### src/hw/pvc_map.svh
// Purpose: object indexes, bit positions, reset values, timing
// Assumes: one 25 MHz control clock
// Notes: included by the drive
`ifndef PVC_MAP_SVH
`define PVC_MAP_SVH
// ==========
// object indexes
`define PVC_IDX_CMD 16'h6040
`define PVC_IDX_STAT 16'h6041
`define PVC_IDX_MODE 16'h6060
`define PVC_IDX_MODE_RB 16'h6061
`define PVC_IDX_MPOS 16'h6063
`define PVC_IDX_UPOS 16'h6064
`define PVC_IDX_VDEM 16'h606b
`define PVC_IDX_VACT 16'h606c
`define PVC_IDX_VWIN 16'h606d
`define PVC_IDX_VWTIME 16'h606e
`define PVC_IDX_HOME 16'h607c
`define PVC_IDX_LIMIT 16'h607d
`define PVC_IDX_POL 16'h607e
`define PVC_IDX_MAXPROF 16'h607f
`define PVC_IDX_MAXMOT 16'h6080
`define PVC_IDX_ACC 16'h6083
`define PVC_IDX_DEC 16'h6084
`define PVC_IDX_TGT 16'h60ff
`define PVC_SUB_LOWER 8'h01
`define PVC_SUB_UPPER 8'h02
// ==========
// reset values
`define PVC_RST_VWIN 16'h000a
`define PVC_RST_LOWER 32'h8000_0000
`define PVC_RST_UPPER 32'h7fff_ffff
`define PVC_RST_MAXPROF 32'h7fff_ffff
`define PVC_RST_MAXMOT 32'h0000_2710
`define PVC_RST_RAMP 32'h00a0_0000
`define PVC_MODE_VEL 8'h03
// ==========
// control and status bit positions
`define PVC_CW_SWON 0
`define PVC_CW_VOLT 1
`define PVC_CW_QSTOP 2
`define PVC_CW_OPEN 3
`define PVC_CW_FRESET 7
`define PVC_CW_HALT 8
`define PVC_SW_READY 0
`define PVC_SW_SWON 1
`define PVC_SW_OPEN 2
`define PVC_SW_FAULT 3
`define PVC_SW_VOLT 4
`define PVC_SW_QSTOP 5
`define PVC_SW_SWDIS 6
`define PVC_SW_WARN 7
`define PVC_SW_REMOTE 9
`define PVC_SW_REACHED 10
`define PVC_SW_LIMIT 11
`define PVC_SW_ZERO 12
`define PVC_POL_VEL 6
// ==========
// timing
`define PVC_CLK_NS 40
`define PVC_TICK_NS 1000000
`define PVC_TICK_CYCLES (`PVC_TICK_NS / `PVC_CLK_NS)
`define PVC_RATE_SHIFT 8
`endif

### src/hw/pvc_pkg.sv
// Purpose: carrier types of the velocity drive interface
// Assumes: pvc_map.svh holds the numbers
// Notes: none
package pvc_pkg;
   // ==========
   // object access carriers and drive state type
   typedef struct packed {
      logic wr;
      logic rd;
      logic [15:0] index;
      logic [7:0] sub;
      logic [31:0] data;
   } pvc_obj_req_t;
   typedef struct packed {
      logic valid;
      logic err;
      logic [31:0] data;
   } pvc_obj_rsp_t;
   typedef enum logic [2:0] {
      ST_SWDIS = 3'b000,
      ST_READY = 3'b001,
      ST_SWON = 3'b010,
      ST_OPEN = 3'b011,
      ST_QSTOP = 3'b100,
      ST_FAULT = 3'b101
   } pvc_state_t;
endpackage

### src/hw/pvc_drive.sv
// Purpose: control/status of a servo drive in profile velocity mode
// Assumes: feedback inputs come from logic on sys_clk
// Notes: velocity loop and fieldbus stack live outside
`timescale 1ns/100ps
`include "pvc_map.svh"
module pvc_drive #(
   parameter int TICK_CYCLES = `PVC_TICK_CYCLES,
   parameter int RATE_SHIFT = `PVC_RATE_SHIFT
) (
   input wire logic sys_clk,
   input wire logic sys_rst,
   input wire pvc_pkg::pvc_obj_req_t objReq,
   output pvc_pkg::pvc_obj_rsp_t objRsp,
   input wire logic signed [31:0] velActual,
   input wire logic signed [31:0] motorPos,
   input wire logic signed [31:0] userPos,
   input wire logic faultIn,
   input wire logic warningIn,
   input wire logic voltageOk,
   output logic driveEnable,
   output logic signed [31:0] velDemand,
   output logic [15:0] stateWord
);
   import pvc_pkg::*;

   initial begin
      if (TICK_CYCLES < 1 || RATE_SHIFT < 0 || RATE_SHIFT > 31) begin
         $error("pvc_drive: bad parameter");
      end
   end

   // ==========
   // host objects
   logic [15:0] cmd_reg;
   logic [7:0] mode_reg;
   logic [15:0] vwin_reg;
   logic [15:0] vwtime_reg;
   logic [31:0] home_reg;
   logic [31:0] lower_reg;
   logic [31:0] upper_reg;
   logic [7:0] pol_reg;
   logic [31:0] maxProf_reg;
   logic [31:0] maxMot_reg;
   logic [31:0] acc_reg;
   logic [31:0] dec_reg;
   logic [31:0] tgt_reg;
   logic signed [31:0] velAct_reg;
   logic signed [31:0] mpos_reg;
   logic signed [31:0] upos_reg;
   logic signed [31:0] demand_reg;
   logic [15:0] sw_reg;
   pvc_obj_rsp_t rsp_reg;
   pvc_state_t state_reg;
   pvc_state_t state_next;
   logic fresetPrev_reg;
   logic [31:0] tickCnt_reg;
   logic tick_reg;
   logic [15:0] winCnt_reg;
   logic enable_reg;

   wire isLimit = objReq.index == `PVC_IDX_LIMIT;
   wire subLo = objReq.sub == `PVC_SUB_LOWER;
   wire subHi = objReq.sub == `PVC_SUB_UPPER;
   wire wrCmd = objReq.wr && objReq.index == `PVC_IDX_CMD;
   wire wrMode = objReq.wr && objReq.index == `PVC_IDX_MODE;
   wire wrVwin = objReq.wr && objReq.index == `PVC_IDX_VWIN;
   wire wrVwtime = objReq.wr && objReq.index == `PVC_IDX_VWTIME;
   wire wrHome = objReq.wr && objReq.index == `PVC_IDX_HOME;
   wire wrLower = objReq.wr && isLimit && subLo;
   wire wrUpper = objReq.wr && isLimit && subHi;
   wire wrPol = objReq.wr && objReq.index == `PVC_IDX_POL;
   wire wrMaxProf = objReq.wr && objReq.index == `PVC_IDX_MAXPROF;
   wire wrMaxMot = objReq.wr && objReq.index == `PVC_IDX_MAXMOT;
   wire wrAcc = objReq.wr && objReq.index == `PVC_IDX_ACC;
   wire wrDec = objReq.wr && objReq.index == `PVC_IDX_DEC;
   wire wrTgt = objReq.wr && objReq.index == `PVC_IDX_TGT;

   // ==========
   // object read selection
   logic [32:0] rdSel;
   always_comb begin
      rdSel = {1'b0, 32'h0000_0000};
      unique case (objReq.index)
         `PVC_IDX_CMD: rdSel = {1'b0, 16'h0000, cmd_reg};
         `PVC_IDX_STAT: rdSel = {1'b0, 16'h0000, sw_reg};
         `PVC_IDX_MODE: rdSel = {1'b0, 24'h00_0000, mode_reg};
         `PVC_IDX_MODE_RB: rdSel = {1'b0, 24'h00_0000, mode_reg};
         `PVC_IDX_MPOS: rdSel = {1'b0, mpos_reg};
         `PVC_IDX_UPOS: rdSel = {1'b0, upos_reg};
         `PVC_IDX_VDEM: rdSel = {1'b0, demand_reg};
         `PVC_IDX_VACT: rdSel = {1'b0, velAct_reg};
         `PVC_IDX_VWIN: rdSel = {1'b0, 16'h0000, vwin_reg};
         `PVC_IDX_VWTIME: rdSel = {1'b0, 16'h0000, vwtime_reg};
         `PVC_IDX_HOME: rdSel = {1'b0, home_reg};
         `PVC_IDX_LIMIT: begin
            rdSel = subLo ? {1'b0, lower_reg} : subHi ? {1'b0, upper_reg}
                          : {1'b1, 32'h0000_0000};
         end
         `PVC_IDX_POL: rdSel = {1'b0, 24'h00_0000, pol_reg};
         `PVC_IDX_MAXPROF: rdSel = {1'b0, maxProf_reg};
         `PVC_IDX_MAXMOT: rdSel = {1'b0, maxMot_reg};
         `PVC_IDX_ACC: rdSel = {1'b0, acc_reg};
         `PVC_IDX_DEC: rdSel = {1'b0, dec_reg};
         `PVC_IDX_TGT: rdSel = {1'b0, tgt_reg};
         default: rdSel = {1'b1, 32'h0000_0000};
      endcase
   end

   // writes to read-only or unknown objects answer with err
   wire wrKnown = wrCmd | wrMode | wrVwin | wrVwtime | wrHome | wrLower
                | wrUpper | wrPol | wrMaxProf | wrMaxMot | wrAcc | wrDec | wrTgt;
   pvc_obj_rsp_t rsp_next;
   assign rsp_next.valid = objReq.wr | objReq.rd;
   assign rsp_next.err = objReq.wr ? ~wrKnown : (objReq.rd & rdSel[32]);
   assign rsp_next.data = objReq.rd ? rdSel[31:0] : 32'h0000_0000;

   always_ff @(posedge sys_clk) begin
      if (sys_rst) begin
         cmd_reg <= 16'h0000;
         mode_reg <= 8'h00;
         vwin_reg <= `PVC_RST_VWIN;
         vwtime_reg <= 16'h0000;
         home_reg <= 32'h0000_0000;
         lower_reg <= `PVC_RST_LOWER;
         upper_reg <= `PVC_RST_UPPER;
         pol_reg <= 8'h00;
         maxProf_reg <= `PVC_RST_MAXPROF;
         maxMot_reg <= `PVC_RST_MAXMOT;
         acc_reg <= `PVC_RST_RAMP;
         dec_reg <= `PVC_RST_RAMP;
         tgt_reg <= 32'h0000_0000;
         rsp_reg <= '0;
      end else begin
         if (wrCmd) cmd_reg <= objReq.data[15:0];
         if (wrMode) mode_reg <= objReq.data[7:0];
         if (wrVwin) vwin_reg <= objReq.data[15:0];
         if (wrVwtime) vwtime_reg <= objReq.data[15:0];
         if (wrHome) home_reg <= objReq.data;
         if (wrLower) lower_reg <= objReq.data;
         if (wrUpper) upper_reg <= objReq.data;
         if (wrPol) pol_reg <= objReq.data[7:0];
         if (wrMaxProf) maxProf_reg <= objReq.data;
         if (wrMaxMot) maxMot_reg <= objReq.data;
         if (wrAcc) acc_reg <= objReq.data;
         if (wrDec) dec_reg <= objReq.data;
         if (wrTgt) tgt_reg <= objReq.data;
         rsp_reg <= rsp_next;
      end
   end

   // ==========
   // feedback capture
   always_ff @(posedge sys_clk) begin
      if (sys_rst) begin
         velAct_reg <= 32'sh0000_0000;
         mpos_reg <= 32'sh0000_0000;
         upos_reg <= 32'sh0000_0000;
      end else begin
         velAct_reg <= velActual;
         mpos_reg <= motorPos;
         upos_reg <= userPos;
      end
   end

   // ==========
   // control word decode
   // bits 4-6 and 9-15 are never decoded here
   wire modeVel = mode_reg == `PVC_MODE_VEL;
   wire fresetLvl = cmd_reg[`PVC_CW_FRESET];
   wire resetRise = fresetLvl & ~fresetPrev_reg;
   wire cSwon = cmd_reg[`PVC_CW_SWON];
   wire cVolt = cmd_reg[`PVC_CW_VOLT];
   wire cQs = cmd_reg[`PVC_CW_QSTOP];
   wire cOpen = cmd_reg[`PVC_CW_OPEN];
   wire halt = cmd_reg[`PVC_CW_HALT];
   wire cmdShutdown = cVolt & cQs & ~cSwon;
   wire cmdSwitchOn = cVolt & cQs & cSwon & ~cOpen;
   wire cmdEnable = cVolt & cQs & cSwon & cOpen;
   wire cmdQuick = cVolt & ~cQs;
   wire demandZero = demand_reg == 32'sh0000_0000;

   always_comb begin
      state_next = state_reg;
      if (faultIn) begin
         state_next = ST_FAULT;
      end else if (state_reg == ST_FAULT) begin
         if (resetRise) state_next = ST_SWDIS;
      end else if (!modeVel) begin
         state_next = ST_SWDIS;
      end else if (!fresetLvl) begin
         unique case (state_reg)
            ST_SWDIS: if (cmdShutdown) state_next = ST_READY;
            ST_READY: begin
               if (!cVolt) state_next = ST_SWDIS;
               else if (cmdSwitchOn) state_next = ST_SWON;
               else if (cmdEnable) state_next = ST_OPEN;
            end
            ST_SWON: begin
               if (!cVolt || cmdQuick) state_next = ST_SWDIS;
               else if (cmdShutdown) state_next = ST_READY;
               else if (cmdEnable) state_next = ST_OPEN;
            end
            ST_OPEN: begin
               if (!cVolt) state_next = ST_SWDIS;
               else if (cmdQuick) state_next = ST_QSTOP;
               else if (cmdShutdown) state_next = ST_READY;
               else if (cmdSwitchOn) state_next = ST_SWON;
            end
            ST_QSTOP: begin
               if (!cVolt || demandZero) state_next = ST_SWDIS;
            end
            default: state_next = ST_SWDIS;
         endcase
      end
   end

   always_ff @(posedge sys_clk) begin
      if (sys_rst) begin
         state_reg <= ST_SWDIS;
         fresetPrev_reg <= 1'b0;
      end else begin
         state_reg <= state_next;
         fresetPrev_reg <= fresetLvl;
      end
   end

   // ==========
   // ramp generator
   wire running = state_reg == ST_OPEN;
   wire [31:0] ceilU = maxProf_reg[31] ? 32'h7fff_ffff : maxProf_reg;
   wire signed [31:0] ceilS = $signed(ceilU);
   wire signed [31:0] tgtPol = pol_reg[`PVC_POL_VEL] ? -$signed(tgt_reg) : $signed(tgt_reg);
   wire signed [31:0] tgtClamp = (tgtPol > ceilS) ? ceilS
                               : (tgtPol < -ceilS) ? -ceilS : tgtPol;
   // halt, quick stop and disabled all aim at zero velocity
   wire signed [31:0] aim = (running && !halt) ? tgtClamp : 32'sh0000_0000;
   wire signed [32:0] diff = {aim[31], aim} - {demand_reg[31], demand_reg};
   wire awayFromZero = (demand_reg >= 0 && diff > 0) || (demand_reg <= 0 && diff < 0);
   wire [31:0] rate = awayFromZero ? acc_reg : dec_reg;
   wire [31:0] stepRaw = rate >> RATE_SHIFT;
   wire [32:0] stepU = {1'b0, (stepRaw == 32'h0000_0000) ? 32'h0000_0001 : stepRaw};
   wire [32:0] diffAbs = diff[32] ? 33'(-diff) : 33'(diff);
   wire [32:0] stepUse = (diffAbs < stepU) ? diffAbs : stepU;
   wire signed [32:0] demandWide = {demand_reg[31], demand_reg};
   wire signed [32:0] demandStep = diff[32] ? demandWide - $signed(stepUse)
                                            : demandWide + $signed(stepUse);

   always_ff @(posedge sys_clk) begin
      if (sys_rst) begin
         tickCnt_reg <= 32'h0000_0000;
         tick_reg <= 1'b0;
         demand_reg <= 32'sh0000_0000;
      end else begin
         tick_reg <= tickCnt_reg == 32'(TICK_CYCLES - 1);
         tickCnt_reg <= (tickCnt_reg == 32'(TICK_CYCLES - 1)) ? 32'h0000_0000
                                                               : tickCnt_reg + 32'h0000_0001;
         // fault or switch on disabled drops demand at once, no ramp
         if (state_reg == ST_FAULT || state_reg == ST_SWDIS)
            demand_reg <= 32'sh0000_0000;
         else if (tick_reg)
            demand_reg <= demandStep[31:0];
      end
   end

   // ==========
   // target window and status word
   wire signed [32:0] errV = {velAct_reg[31], velAct_reg} - {tgtClamp[31], tgtClamp};
   wire [32:0] errAbs = errV[32] ? 33'(-errV) : 33'(errV);
   wire inWin = errAbs <= {17'h0_0000, vwin_reg};
   wire reached = inWin && winCnt_reg >= vwtime_reg;
   wire zeroVel = velActual == 32'sh0000_0000;
   wire limitHit = $signed(userPos) > $signed(upper_reg)
                || $signed(userPos) < $signed(lower_reg);

   always_ff @(posedge sys_clk) begin
      if (sys_rst) begin
         winCnt_reg <= 16'h0000;
      end else if (!inWin) begin
         winCnt_reg <= 16'h0000;
      end else if (tick_reg && winCnt_reg != 16'hffff) begin
         winCnt_reg <= winCnt_reg + 16'h0001;
      end
   end

   logic [15:0] sw_next;
   always_comb begin
      sw_next = 16'h0000;
      sw_next[`PVC_SW_READY] = state_reg inside {ST_READY, ST_SWON, ST_OPEN, ST_QSTOP};
      sw_next[`PVC_SW_SWON] = state_reg inside {ST_SWON, ST_OPEN, ST_QSTOP};
      sw_next[`PVC_SW_OPEN] = state_reg inside {ST_OPEN, ST_QSTOP};
      sw_next[`PVC_SW_FAULT] = state_reg == ST_FAULT;
      sw_next[`PVC_SW_VOLT] = voltageOk;
      sw_next[`PVC_SW_QSTOP] = state_reg != ST_QSTOP;
      sw_next[`PVC_SW_SWDIS] = state_reg == ST_SWDIS;
      sw_next[`PVC_SW_WARN] = warningIn;
      sw_next[`PVC_SW_REMOTE] = modeVel && !fresetLvl;
      sw_next[`PVC_SW_REACHED] = halt ? zeroVel : reached;
      sw_next[`PVC_SW_LIMIT] = limitHit;
      sw_next[`PVC_SW_ZERO] = zeroVel;
   end

   always_ff @(posedge sys_clk) begin
      if (sys_rst) begin
         sw_reg <= 16'h0000;
         enable_reg <= 1'b0;
      end else begin
         sw_reg <= sw_next;
         enable_reg <= state_next inside {ST_OPEN, ST_QSTOP};
      end
   end

   assign objRsp = rsp_reg;
   assign driveEnable = enable_reg;
   assign velDemand = demand_reg;
   assign stateWord = sw_reg;

   // ==========
   // checks
   property p_fault_hold;
      @(posedge sys_clk) disable iff (sys_rst)
      (state_reg == ST_FAULT && !resetRise) |=> state_reg == ST_FAULT;
   endproperty
   a_fault_hold: assert property (p_fault_hold) else $error("fault left without reset edge");

   property p_reset_once;
      @(posedge sys_clk) disable iff (sys_rst)
      (resetRise && state_reg == ST_FAULT && !faultIn) |=> !resetRise ##0 state_reg == ST_SWDIS;
   endproperty
   a_reset_once: assert property (p_reset_once) else $error("fault reset not single");

   property p_reset_masks;
      @(posedge sys_clk) disable iff (sys_rst)
      (fresetLvl && !faultIn && modeVel && state_reg != ST_FAULT) |=> $stable(state_reg);
   endproperty
   a_reset_masks: assert property (p_reset_masks) else $error("control acted during reset bit");

   property p_op_flag;
      @(posedge sys_clk) disable iff (sys_rst)
      state_reg == ST_OPEN |=> sw_reg[`PVC_SW_OPEN] && sw_reg[`PVC_SW_QSTOP];
   endproperty
   a_op_flag: assert property (p_op_flag) else $error("operation flag wrong");

   property p_qstop_flag;
      @(posedge sys_clk) disable iff (sys_rst)
      state_reg == ST_QSTOP |=> !sw_reg[`PVC_SW_QSTOP];
   endproperty
   a_qstop_flag: assert property (p_qstop_flag) else $error("quick stop flag wrong");

   property p_zero_flag;
      @(posedge sys_clk) disable iff (sys_rst)
      velActual == 32'sh0000_0000 |=> sw_reg[`PVC_SW_ZERO] && (!$past(halt) || sw_reg[`PVC_SW_REACHED]);
   endproperty
   a_zero_flag: assert property (p_zero_flag) else $error("zero velocity flag wrong");

   property p_ramp_tick;
      @(posedge sys_clk) disable iff (sys_rst)
      (!tick_reg && state_reg inside {ST_OPEN, ST_QSTOP, ST_READY, ST_SWON}) |=> $stable(demand_reg);
   endproperty
   a_ramp_tick: assert property (p_ramp_tick) else $error("demand moved off tick");

   property p_halt_zero;
      @(posedge sys_clk) disable iff (sys_rst)
      (halt && running && demandZero) |=> demandZero;
   endproperty
   a_halt_zero: assert property (p_halt_zero) else $error("demand left zero while halted");

   property p_mode_gate;
      @(posedge sys_clk) disable iff (sys_rst)
      (!modeVel && !faultIn && state_reg != ST_FAULT) |=> state_reg == ST_SWDIS ##1 !enable_reg;
   endproperty
   a_mode_gate: assert property (p_mode_gate) else $error("enabled outside velocity mode");

   property p_window;
      @(posedge sys_clk) disable iff (sys_rst)
      (!halt && !inWin) |=> !sw_reg[`PVC_SW_REACHED];
   endproperty
   a_window: assert property (p_window) else $error("reached outside window");
endmodule

### config.mk
export PLATFORM = sky130hd
export DESIGN_NAME = pvc_drive
export DESIGN_NICKNAME = d
export VERILOG_FILES = /design/src/hw/pvc_pkg.sv /design/src/hw/pvc_drive.sv
export VERILOG_INCLUDE_DIRS = /design/src /design/src/hw
export SDC_FILE = /design/constraint.sdc
export NUM_CORES = 2
export LEC_CHECK = 0
export BUFFER_PORTS_ARGS = -buffer_cell sky130_fd_sc_hd__buf_4
export CAP_MARGIN = 0
export CORE_ASPECT_RATIO = 2
export CORE_MARGIN = 2
export CORE_UTILIZATION = 64
export CTS_BUF_LIST = sky130_fd_sc_hd__clkbuf_16
export DETAILED_ROUTE_END_ITERATION = 6
export PLACE_DENSITY = 0.89
export SLEW_MARGIN = 10
export SYNTH_ARGS = -nofsm -noshare
export SYNTH_HDL_FRONTEND = slang
export SYNTH_SLANG_ARGS = --single-unit
### constraint.sdc
create_clock -name sys_clk -period 36.1 [get_ports sys_clk]
set_input_delay 10.83 -clock sys_clk [delete_from_list [all_inputs] [get_ports sys_clk]]
set_output_delay 10.83 -clock sys_clk [all_outputs]
set_load 0.05 [all_outputs]
==> flow_metrics.py, run 1 <==
metrics = {
    "synthesis": {
        "synth-edff-count": 0,
        "synth.cell_area_sq_um": 37100,
        "synth-main-ff-cell": "dfxtp_1",
        "yosysSeqAreaShare_pct": 29.6,
        "synthCells": 4835,
        "yosysMostFrequentCell": "nand2_1",
        "synth.largest_area_cell": "dfxtp_1",
        "avgSynthCellArea_sq_um": 7.66,
        "yosys-top-cells-count": "nand2_1 (819), dfxtp_1 (548), a21oi_1 (459)",
        "synth_seq_cells": 548,
        "synth_top_area_share_pct": 29.6,
        "yosys_warnings": 0,
        "synth.distinct_cells": 98,
        "async_flop_share_pct": 0,
        "synth_area_leaders": "dfxtp_1 (30%), ha_1 (9.6%), nand2_1 (8.3%)",
    },
    "cts": {
        "cts_root_buf": "clkbuf_16",
        "cts_resized": 0,
        "clock_path_buffers": 3,
        "h-tree-depth": 2,
        "numCtsBuffers": 49,
        "hold_buffers": 0,
        "clkSinkCount": 548,
        "post_cts_buffers": 0,
    },
    "floorplan": {
        "io_pins": 242,
        "fp.dieW_um": 174,
        "start_util_pct": 64.7,
        "die_height_um": 344,
        "num_rows": 124,
    },
    "global_route": {
        "grt_pass1_vias": 40800,
        "grt_overflow": 8,
        "grt_pass1_wl_um": 262000,
        "grt_start_max_net_pins": 180,
        "grtUsageTotal_pct": 58.9,
    },
    "status": {
        "status": "stopped before the end",
        "stop_stage": "global routing",
        "error": "[ERROR GRT-0116] Global routing finished with congestion. Check the congestion regions in the DRC Viewer.",
    },
    "placed_design": {
        "pre_cts_slack_ns": 16.16,
        "portBuffers": 237,
        "placed_area_sq_um": 39100,
        "finalWeightedCongestion": 1.12,
        "hpwlAfterDp_um": 126000,
    },
}
metal layers:
| layer | GRT overflow | GRT usage, % |
|---|---|---|
| met4 | 5 | 72.8 |
| met5 | 0 | 3.04 |
| met3 | 0 | 26.5 |
| met2 | 3 | 90.4 |
| met1 | 0 | 52.3 |
metrics by stage:
stage | hold slack (ns) | std cells | utilization (%)
after global placement | 0.429 | 5588 | 68.3
after detailed placement | 0.446 | 5588 | 68.3
after floorplan | 0.418 | 4838 | -
after CTS | 0.454 | 5676 | 71.0
logic make-up after synthesis:
| logic type | after synthesis | synth area share [%] |
|---|---|---|
| adder cells (fa/ha/maj) | 288 | 9.78 |
| AO/OA/AOI/OAI | 1181 | 20.5 |
| XOR/XNOR | 227 | 5.37 |
| other | 1 | 0.0101 |
| buffers and inverters | 495 | 5.35 |
| flip-flops | 548 | 29.6 |
| multiplexers | 145 | 4.04 |
| AND/OR/NAND/NOR | 1950 | 25.3 |
==> run 2, diff against run 1 <==
CORE_ASPECT_RATIO = unset   (was 2)
CORE_UTILIZATION = 40   (was 64)
CTS_BUF_LIST = unset   (was sky130_fd_sc_hd__clkbuf_16)
PLACE_DENSITY = unset   (was 0.89)
PLACE_DENSITY_LB_ADDON = 0.15   (was unset)
==> flow_metrics.py, run 2 <==
metrics = {
    "floorplan": {
        "die_area_sq_um": 95100,
        "die_height_um": 308,
        "start_util_pct": 40.4,
        "num_rows": 111,
        "io_pins": 242,
        "core_area_sq_um": 91700,
        "fp.dieW_um": 308,
    },
    "cts": {
        "h-tree-depth": 3,
        "clkSinkCount": 548,
        "cts_tree": "done",
        "cts_resized": 0,
        "cts_root_buf": "clkbuf_16",
        "post_cts_buffers": 0,
        "cts.reportedPaths.clkPinSlew_ns": 0.06,
        "clock_path_buffers": 3,
        "insertion_delay_ns": 0.65,
        "numCtsBuffers": 67,
        "hold_buffers": 0,
    },
    "synthesis": {
        "synth_seq_cells": 548,
        "synth-edff-count": 0,
        "async_flop_share_pct": 0,
        "yosysMostFrequentCell": "nand2_1",
        "synth_top_area_share_pct": 29.6,
        "synth-main-ff-cell": "dfxtp_1",
        "synth.largest_area_cell": "dfxtp_1",
        "yosys_warnings": 0,
        "synthCells": 4835,
        "synth.distinct_cells": 98,
        "synth_area_leaders": "dfxtp_1 (30%), ha_1 (9.6%), nand2_1 (8.3%)",
        "yosys-top-cells-count": "nand2_1 (819), dfxtp_1 (548), a21oi_1 (459)",
        "synth.cell_area_sq_um": 37100,
        "avgSynthCellArea_sq_um": 7.66,
        "yosysSeqAreaShare_pct": 29.6,
    },
    "finish": {
        "final_cell_mix": "nand2_1 (817), dfxtp_1 (546), a21oi_1 (458), nor2_1 (353), buf_4 (287)",
        "largest_reg_flops": 34,
        "area.sequential_sq_um": 11000,
        "areaGrowthSynthToFinish_pct": 13.2,
        "multiInputGateArea_sq_um": 24200,
        "final_common_cell": "nand2_1",
        "fin_nets": 5345,
        "fin_cells": 6138,
        "n_fill_cell": 9332,
        "drive_gt1_share_pct": 10.0,
    },
    "sta": {
        "max_slew_margin_pct": 17.1,
        "finalCriticalPeriod_ns": 19.91,
        "rsz0062_at_grt": "false",
        "finClkSkew_ns": 0.0407,
        "setup_violations": 0,
        "setup_tns_ns": 0,
        "maxSlewViolCount": 0,
        "hold_viol": 0,
        "clock.fmax_ghz": 0.0502,
        "post-route-period-util_pct": 55.1,
        "worst_pin_slew_ns": 1.24,
    },
    "critical_path": {
        "arrival_ns": 20.42,
        "cpPeakStageDelay_ns": 0.69,
        "worstPathMaxFanout": 73,
        "timing.critical_path.buf_inv": 3,
        "critical_path.slowest_cell": "nand4_4",
        "worstSetupStartpointType": "flop",
        "path_class": "reg2reg",
        "cpMostUsedCell": "a21oi_1",
        "cp-end-kind": "flop",
        "worst_ep_required_time_ns": 36.61,
        "path_delay_family": "simple AND/OR/NAND/NOR gates",
    },
    "placed_design": {
        "portBuffers": 237,
        "dp.cells": 6016,
        "hpwlAfterDp_um": 120000,
        "finalWeightedCongestion": 0.985,
    },
    "status": {
        "status": "finished clean",
    },
    "route": {
        "wl_um": 155000,
        "dr.pass1.iters": 7,
        "remaining_drc_errors": 0,
        "vias_per_cell": 5.94,
        "drtAntennaViolNets": 0,
        "drtIter0Drc": 4223,
        "wire_per_inst_um": 25.3,
        "num_vias": 36500,
    },
    "power_and_ir_drop": {
        "leakagePower_nw": 16.9,
        "peakVddDrop_mv": 0.0303,
        "p_per_area_nw_per_um2": 35.3,
    },
    "global_route": {
        "grt_pass1_wl_um": 227000,
        "grt_pass1_vias": 34100,
        "grtUsageTotal_pct": 31.9,
        "grt_overflow": 0,
        "grt_antenna_before_repair": 8,
        "grt_start_max_net_pins": 89,
    },
    "min_path": {
        "min_path_type": "reg2reg",
    },
    "job": {
        "maxCapViolCount": 0,
    },
}
[run 2: cell counts after synthesis]
No cell type changed its count.
[run 2: cell type report]
| cell class | instances | area share [%] |
|---|---|---|
| multi-input cells | 3795 | 57.7 |
| flip-flops and latches | 548 | 26.2 |
| repair buffers | 288 | 5.17 |
| clock buffers | 88 | 4.43 |
| well taps | 1186 | 3.54 |
| inverters | 199 | 1.78 |
| clock inverters | 33 | 1.21 |
| diodes | 1 | 0.00596 |
[run 2: cells by family after synthesis]
| group | share of synthesized area [%] |
|---|---|
| and+or+nand+nor | 25.3 |
| AOI/OAI and AO/OA | 20.5 |
| DFF | 29.6 |
| buffers and inverters | 5.35 |
| adders and majority gates | 9.78 |
| xor gates and xnor gates | 5.37 |
| muxes | 4.04 |
| other | 0.0101 |
[run 2: worst register-to-register path: cells and delay by family (launching register included)]
family	cells	cell delay [ns]
DFF	1	0.31
and+or+nand+nor	28	8.05
adders and majority gates	7	2.15
buffers and inverters	3	1.30
AOI/OAI and AO/OA	30	6.72
xor gates and xnor gates	2	0.37
muxes	3	0.88
[run 2: report_power, final]
group | leakage (nW) | switching [mW] | internal [mW]
combinational | 11.2 | 0.0776 | 0.0486
sequential | 4.45 | 0.00760 | 0.612
clock | 1.17 | 0.289 | 0.445
[run 2: final timing paths]
check | start | depth (start not counted) | slack [ns] | to
worst max register to register | maxProf_reg[31] | 73 | 16.19 | velDemand[31]
worst min-delay path | tickCnt_reg[0] | 1 | 0.45 | tickCnt_reg[0]
worst max-delay path | maxProf_reg[31] | 73 | 16.19 | velDemand[31]
worst min register to register | tickCnt_reg[0] | 1 | 0.45 | tickCnt_reg[0]
[run 2: per-layer routing]
layer / part of all wire [%] / GRT usage, % / routed length [um] / vias up
met1: 42 / 41.9 / 65200 / 17300
li1: - / - / - / 17300
met2: 44 / 49.5 / 68000 / 1572
met3: 7.8 / 4.86 / 12000 / 352
met5: 0.022 / 0 / 34 / -
met4: 6.4 / 18.6 / 9950 / 6
[run 2: through the flow]
stage,setup WS [ns],area (sq um),hold WS [ns],total power [mW],util [%]
finish,16.19,42000,0.450,1.48,45.8
global route,14.66,42000,0.462,1.52,45.8
CTS,16.55,42000,0.454,1.48,45.8
detailed placement,16.53,39600,0.446,0.756,43.2
global placement,16.93,39600,0.434,0.756,43.2
floorplan,18.88,37100,0.418,0.707,-
Note: power is estimated with default switching activity, not from simulation.
